File: src/aum_pkg.sv
// Package of constants for the alarm and upset monitor
package aum_pkg;

  // ****************************************
  // Alarm source layout
  // ****************************************
  localparam int unsigned NUM_ALARMS = 5;
  localparam int unsigned ALM_PLL    = 0;
  localparam int unsigned ALM_LINK   = 1;
  localparam int unsigned ALM_REALGN = 2;
  localparam int unsigned ALM_OSC    = 3;
  localparam int unsigned ALM_CLK    = 4;

  // ****************************************
  // Widths and reset values
  // ****************************************
  localparam int unsigned ACC_W = 32;
  localparam int unsigned CLK_W = 4;
  localparam logic [NUM_ALARMS-1:0] STATUS_RST = 5'h0_0;
  localparam logic [NUM_ALARMS-1:0] MASK_RST   = 5'h1_F;

  // Pin function select values
  localparam logic PIN_SEL_ALARM = 1'b1;

  // Oscillator synchronization source
  typedef enum logic {
    AUM_SYNC_SYSREF,
    AUM_SYNC_LINK_START
  } aum_sync_src_t;

endpackage : aum_pkg

File: src/aum_clk_cmp.sv
// Half-rate clock comparator for the clock upset detector
module aum_clk_cmp
  import aum_pkg::*;
(
  // Clock and reset
  input  wire logic             clock,
  input  wire logic             rst_n,
  // Compared clocks
  input  wire logic [CLK_W-1:0] clk_state_a,
  input  wire logic [CLK_W-1:0] clk_state_b,
  input  wire logic             compare_ok,
  // Result
  output logic                  clk_mismatch
);

  // ****************************************
  // Half-rate phase
  // ****************************************
  logic half_phase_r;
  logic mis_seen_r;
  wire  differ = compare_ok && (clk_state_a != clk_state_b);

  always_ff @(posedge clock or negedge rst_n) begin
    if (!rst_n) begin
      half_phase_r <= 1'b0;
      mis_seen_r   <= 1'b0;
      clk_mismatch <= 1'b0;
    end else begin
      half_phase_r <= ~half_phase_r;
      // Any difference inside a half-rate cycle counts, so accumulate both halves
      mis_seen_r   <= half_phase_r ? 1'b0 : differ;
      // Gated again at the end so a half seen before the link dropped is not reported
      clk_mismatch <= half_phase_r && (mis_seen_r || differ) && compare_ok;
    end
  end

endmodule : aum_clk_cmp

File: src/aum_alarm_monitor.sv
// Alarm monitor top: sticky alarm flags, masking, summary and status pin
module aum_alarm_monitor
  import aum_pkg::*;
(
  // Clock and reset
  input  wire logic                  clock,
  input  wire logic                  rst_n,
  // Alarm causes from the core, same clock
  input  wire logic                  serdes_pll_unlocked,
  input  wire logic                  link_not_in_data,
  input  wire logic                  sysref_realign,
  // Oscillator accumulators
  input  wire logic [ACC_W-1:0]      chan_a_phase_acc,
  input  wire logic [ACC_W-1:0]      chan_b_phase_acc,
  input  wire logic                  osc_sync_sysref,
  input  wire logic                  osc_sync_link_start,
  input  wire aum_sync_src_t         osc_sync_source,
  // Internal clocks of both channels
  input  wire logic [CLK_W-1:0]      chan_a_clk_state,
  input  wire logic [CLK_W-1:0]      chan_b_clk_state,
  // Configuration
  input  wire logic                  serial_link_enable,
  input  wire logic                  chan_a_power_down,
  input  wire logic                  chan_b_power_down,
  input  wire logic [NUM_ALARMS-1:0] alarm_mask,
  input  wire logic                  status_pin_select,
  // Host clearing write
  input  wire logic                  clear_write,
  input  wire logic [NUM_ALARMS-1:0] clear_data,
  // Status
  output logic [NUM_ALARMS-1:0]      alarm_status_flags,
  output logic                       summary_alarm,
  output logic                       calibration_status_pin,
  output logic                       oscillator_upset_flag,
  output logic                       clock_upset_flag
);

  // ****************************************
  // Comparison gating
  // ****************************************
  // No valid comparison exists with a channel down or the link held in reset
  wire compare_ok = serial_link_enable && !chan_a_power_down && !chan_b_power_down;

  logic osc_synced_r;
  logic osc_synced_nxt;
  wire  sync_event = (osc_sync_source == AUM_SYNC_SYSREF) ? osc_sync_sysref
                                                          : osc_sync_link_start;

  // Losing a valid comparison drops the sync, so a re-sync is needed afterwards
  assign osc_synced_nxt = !compare_ok ? 1'b0 : (osc_synced_r || sync_event);

  always_ff @(posedge clock or negedge rst_n) begin
    if (!rst_n) begin
      osc_synced_r <= 1'b0;
    end else begin
      osc_synced_r <= osc_synced_nxt;
    end
  end

  // Channel B may legally differ only in which index it selects, and the
  // accumulators compared here are per index, so select pins do not matter
  wire osc_mismatch = compare_ok && osc_synced_r
                      && (chan_a_phase_acc != chan_b_phase_acc);

  // ****************************************
  // Clock comparator
  // ****************************************
  logic clk_mismatch;

  aum_clk_cmp u_clk_cmp (
    .clock        (clock),
    .rst_n        (rst_n),
    .clk_state_a  (chan_a_clk_state),
    .clk_state_b  (chan_b_clk_state),
    .compare_ok   (compare_ok),
    .clk_mismatch (clk_mismatch)
  );

  // ****************************************
  // Sticky flags
  // ****************************************
  logic [NUM_ALARMS-1:0] alarm_event;
  logic [NUM_ALARMS-1:0] status_r;
  logic [NUM_ALARMS-1:0] status_nxt;

  assign alarm_event[ALM_PLL]    = serdes_pll_unlocked;
  assign alarm_event[ALM_LINK]   = link_not_in_data;
  assign alarm_event[ALM_REALGN] = sysref_realign;
  assign alarm_event[ALM_OSC]    = osc_mismatch;
  assign alarm_event[ALM_CLK]    = clk_mismatch;

  genvar gi;
  generate
    for (gi = 0; gi < NUM_ALARMS; gi++) begin : g_flag
      wire clr = clear_write && clear_data[gi];
      // Set wins over a clear in the same cycle; a zero write leaves the flag
      assign status_nxt[gi] = alarm_event[gi] || (status_r[gi] && !clr);
    end
  endgenerate

  wire [NUM_ALARMS-1:0] unmasked = status_nxt & ~alarm_mask;
  wire                  any_alarm = |unmasked;
  wire                  pin_nxt   = (status_pin_select == PIN_SEL_ALARM) && any_alarm;

  always_ff @(posedge clock or negedge rst_n) begin
    if (!rst_n) begin
      status_r               <= STATUS_RST;
      summary_alarm          <= 1'b0;
      calibration_status_pin <= 1'b0;
    end else begin
      status_r               <= status_nxt;
      summary_alarm          <= any_alarm;
      calibration_status_pin <= pin_nxt;
    end
  end

  // Flags are copied out of the flag register itself
  assign alarm_status_flags    = status_r;
  assign oscillator_upset_flag = status_r[ALM_OSC];
  assign clock_upset_flag      = status_r[ALM_CLK];
endmodule : aum_alarm_monitor

File: config.mk
export PLATFORM = sky130hd
export DESIGN_NAME = aum_alarm_monitor
export DESIGN_NICKNAME = d
export VERILOG_FILES = /design/src/aum_pkg.sv /design/src/aum_clk_cmp.sv /design/src/aum_alarm_monitor.sv
export SDC_FILE = /design/constraint.sdc
export NUM_CORES = 1
export LEC_CHECK = 0
export BUFFER_PORTS_ARGS = -buffer_cell sky130_fd_sc_hd__buf_2
export CORE_ASPECT_RATIO = 0.75
export CORE_MARGIN = 2
export CORE_UTILIZATION = 34
export CTS_BUF_LIST = sky130_fd_sc_hd__clkbuf_8
export CTS_CLUSTER_SIZE = 24
export DETAILED_ROUTE_END_ITERATION = 8
export PLACE_DENSITY = 0.83
export SYNTH_ARGS = -nofsm -noshare
export SYNTH_HDL_FRONTEND = slang
export SYNTH_SLANG_ARGS = --single-unit
File: constraint.sdc
create_clock -name clock -period 1.3 [get_ports clock]
set_input_delay 0.26 -clock clock [delete_from_list [all_inputs] [get_ports clock]]
set_output_delay 0.26 -clock clock [all_outputs]
set_load 0.005 [all_outputs]
# Word level (Yosys, flattened, before mapping)
# Index checks and enable logic that the tools add are counted.
# word_totals
out_inout_bits	9
reg_bits	11
# op_classes
bitwise	3
n_reduce_logical	33
n_eq_ne	2
mux	3
# ops
operator	n
$ne A32 B32 Y1	1
$logic_and A1 B1 Y1	18
$logic_not A1 Y1	7
$logic_or A1 B1 Y1	7
$and A5 B5 Y5	1
$not A5 Y5	1
$reduce_or A5 Y1	1
$ne A4 B4 Y1	1
$mux W1	3
$not A1 Y1	1

# Logic depth before layout (Yosys ltp)
# logic_depth
depth_word	9
ltp_mapped	5
mapped_depth_nobuf	5

# By module
# A second synthesis with hierarchy kept.
# hier_totals
hier_cells	92
hier_area_um2	890.9
# by_module_without_submodules
module	cells_per_inst	area_per_inst_um2	n_inst
aum_alarm_monitor	79	744.5	1
aum_clk_cmp	13	146.4	1

# Least setup slack after synthesis
# No wires, ideal clock.
# synth_path
path_kind	input port to flip-flop
start	input port chan_b_phase_acc[24]
end	register calibration_status_pin
path_buffers	0
slack_ps	79
required_ps	1171
t_arrival_ps	1092
setup_time_ps	129
path_stages	5
cell_sequence	xor2_1 nor4_1 nand4_1 o2111ai_2 a21boi_1
# synth_via
elab_chain_len	6
# synth_rtl
element	line_no	rtl
from (decl)	aum_alarm_monitor.sv:14	input wire logic [ACC_W-1:0] chan_b_phase_acc,
$ne A32 B32 Y1	aum_alarm_monitor.sv:63	&& (chan_a_phase_acc != chan_b_phase_acc);
$logic_and A1 B1 Y1	aum_alarm_monitor.sv:63	
$logic_or A1 B1 Y1	aum_alarm_monitor.sv:97	assign status_nxt[gi] = alarm_event[gi] || (status_r[gi] && !clr);
$and A5 B5 Y5	aum_alarm_monitor.sv:101	wire [NUM_ALARMS-1:0] unmasked = status_nxt & ~alarm_mask;
$reduce_or A5 Y1	aum_alarm_monitor.sv:102	wire any_alarm = |unmasked;
$logic_and A1 B1 Y1	aum_alarm_monitor.sv:103	wire pin_nxt = (status_pin_select == PIN_SEL_ALARM) && any_alarm;
named net pin_nxt	aum_alarm_monitor.sv:103	
to (signal assigned)	aum_alarm_monitor.sv:113	calibration_status_pin <= pin_nxt;
to (decl)	aum_alarm_monitor.sv:33	output logic calibration_status_pin,
# The timed path passes the listed nets, and every way through them passes these cells.

# Final worst setup path
# layout_path
start	input port chan_b_phase_acc[27]
end	register calibration_status_pin
# The elaborated chain is that of the path after synthesis.

==> metrics.txt <==
outcome finished clean; initial antenna violation count 0; Net Count, Synth 188; Post-synth top flop dfrtp_1; CP startpoint chan_b_phase_acc[27]; Longest Clk Path Bufs 2; CTS root buf clkbuf_8; routed vias 1044; design area 1520 µm²; peak supply drop 0.502 mV; Worst Tran Pin Value 0.369 ns; Die Y around 48 µm; critical path startpoint category input pin; final non-filler cell total between 200 and 250; average size of a mapped cell 9.32 µm²; Mapped Area 867 µm²; top cells by area, synth xor2_1 (36%), dfrtp_1 (32%), nor4_1 (6.5%), a21boi_0 (2.6%), nand2_1 (2.6%); Post-Synthesis Cells 93; R2R depth 5; post-DR wirelength/cell 10.9 µm; H-tree levels 1; Setup WS post-layout 0.106 ns; gr ovfl total 0; most frequent cell after synthesis xor2_1; DP Worst Slack -0.199 ns; Post-synth EDFFs 0; Core ar. between 2000 and 2500 µm²; post-synth top area share approximately 36%; dpl hpwl 2230 µm; Yosys cell types 21; most used routing layer met2; Crit path max-delay family simple AND/OR/NAND/NOR gates; Crit path depth 6; reg-to-reg setup timing slack 0.11 ns; area of placed instances 1410 µm²; CTS sink cnt 11; worst-path cell chain buf_2 -> xor2_1 -> nor4_2 -> nand4_1 -> o2111ai_2 -> a21boi_1; routability cong. 0.733; cell accounting for the most synthesized area xor2_1; Buf/Inv on CP 1; register area share after synthesis 31.7%; Die Area 2970 µm²; Filler cells 229; met3 GRT Util 4.47%; WP data arrival 1.31 ns; min Tclk post-route roughly 1.2 ns; Static Leakage 0.822 nW; Area growth, synth to finish 75.3%; GRT Total Usage about 17%; M2 GR Usage 37.6%; Initial DRC Count 3; Residual DRC 0; row cnt 15; crit end category flip-flop; Synth warnings 0; worst hold path class input pin to flip-flop; ANT nets after route 0; vias in the first global route 1032; Slew Limit Fails 0; final wirelength 2570 µm; DR vias/cell 4.44; CP endpoint calibration_status_pin; reg2reg end calibration_status_pin; GRT met1 Usage 16.6%; max_slew headroom 75.2%; Power Dens Cells 674 nW/µm²; fin crit share 91.8%; Max stage delay on crit path 0.28 ns; setup TNS 0 ns; dpl cells 228; Final Util ~64%; die width 62.3 µm; first-pass GRT wire length 3930 µm; Boundary Pins 104; largest net degree at the start of global routing 12; Setup Skew 0.000357 ns; hold path depth 2; proportion of layout cells with a drive suffix above 1 between 50% and 60%; critical path fanouts, max 2; Post-synth top cells xor2_1 (36), dfrtp_1 (11), nor4_1 (9), nand2_1 (6), inv_1 (4); slowest CP cell nor4_2; max cap viols 0; insertion delay to the later sink of the worst-skew pair roughly 0.23 ns; worst path required time roughly 1.4 ns; effective utilization at floorplan 36.7%; clock transition at the registers of the reported paths 0.05 ns; RSZ-0062 raised after global routing true; number of diodes 0; Seq cells post-synth 11; Pre-antenna DRT Iters 2; WS Path Type input pin to flip-flop; final setup violation count 0; Final Hold Fails 0; maximum clock rate approximately 840 MHz; TritonCTS clock tree done; number of buffers added on ports 103; final net count 297; Worst R2R Start alarm_status_flags[0]; asr flop ratio synth 100%; CTS Buf Count 3
## per-layer routing
metal  up-vias  part of all wire (%)  routed length, µm
met3         2                    10                261
li1        534                     -                  -
met2        60                    53               1350
met1       448                    37                948
met5         -                     0                  0
met4         0                  0.39                 10
## power breakdown
part | internal (W) | switching, W
Sequential | 0.000361 | 0.00000837
Clock | 0.000206 | 0.000117
Combinational | 0.000194 | 0.000137
## cell type report
cell class	instances	area [µm²]	share of cell area, %
clock buffer	3	41.3	2.72
clock inverter	1	3.75	0.247
inverter	4	15.0	0.988
multi-input combinational	76	577	37.9
sequential	11	275	18.1
tap	34	42.5	2.80
timing repair buffer	106	566	37.2
## cells in the final DEF, fill, tap and decap left out
cell type and n:
a31oi_1 1, nor4_1 7, o2111ai_2 1, buf_6 4, nor2b_1 1, o21ai_1 1, buf_2 99, a21oi_1 1
and2_1 1, clkbuf_8 3, nor2_2 1, o2111ai_1 1, a211oi_1 2, a21boi_1 2, nor4_2 2, or2_2 3
a21boi_0 2, nor3_1 1, xor2_1 36, inv_1 5, buf_4 2, nand2_1 6, dfrtp_1 11, dlygate4sd3_1 1
nand4_1 2, nor2_1 2, o21bai_1 3
## cell families (layout without fill, tap and decap cells)
| kind of cell | after synthesis | count (layout) | share of synthesized area [%] |
|---|---|---|---|
| AO/OA/AOI/OAI | 14 | 14 | 12.4 |
| XOR/XNOR | 36 | 36 | 36.4 |
| buffers and inverters | 6 | 114 | 3.46 |
| AND/OR/NAND/NOR | 26 | 26 | 16.0 |
| flip-flops | 11 | 11 | 31.7 |
## stage by stage
step           hold WS (ns)  power (W)
2_1_floorplan       -0.0356   0.000496
3_3_place_gp          0.134   0.000684
3_5_place_dp          0.138   0.000692
4_1_cts               0.222    0.00103
5_1_grt               0.241    0.00110
6_report              0.231    0.00102
## registers in the layout (all words and copies together) (netlist names)
name and flops:
alarm_status_flags 5, calibration_status_pin 1, u_clk_cmp.half_phase_r 1, osc_synced_r 1, summary_alarm 1, u_clk_cmp.clk_mismatch 1
u_clk_cmp.mis_seen_r 1
## what timing repair did
item	4_1_cts	5_1_grt
hold buffers	1	0
gates resized for setup	0	9
endpoints found under the hold margin	11	0
setup endpoints to repair	0	2
buffers inserted	0	2
## how the worst min path moves through the flow
| stage | startpoint | endpoint | slack (ns) |
|---|---|---|---|
| after floorplan | rst_n | alarm_status_flags[0] | -0.04 |
| after global placement | rst_n | alarm_status_flags[1] | 0.13 |
| after detailed placement | rst_n | alarm_status_flags[4] | 0.14 |
| after CTS | serdes_pll_unlocked | alarm_status_flags[0] | 0.22 |
| after global routing | serdes_pll_unlocked | alarm_status_flags[0] | 0.24 |
| final | serdes_pll_unlocked | alarm_status_flags[0] | 0.23 |
## worst register-to-register path, cell delays in order (launching register included)
cell and delay (ns):
dfrtp_1 0.37, a21boi_1 0.14, o21bai_1 0.14, o2111ai_1 0.12, a31oi_1 0.21, a21boi_1 0.09
No activity file was read; power rests on OpenSTA's default activity.
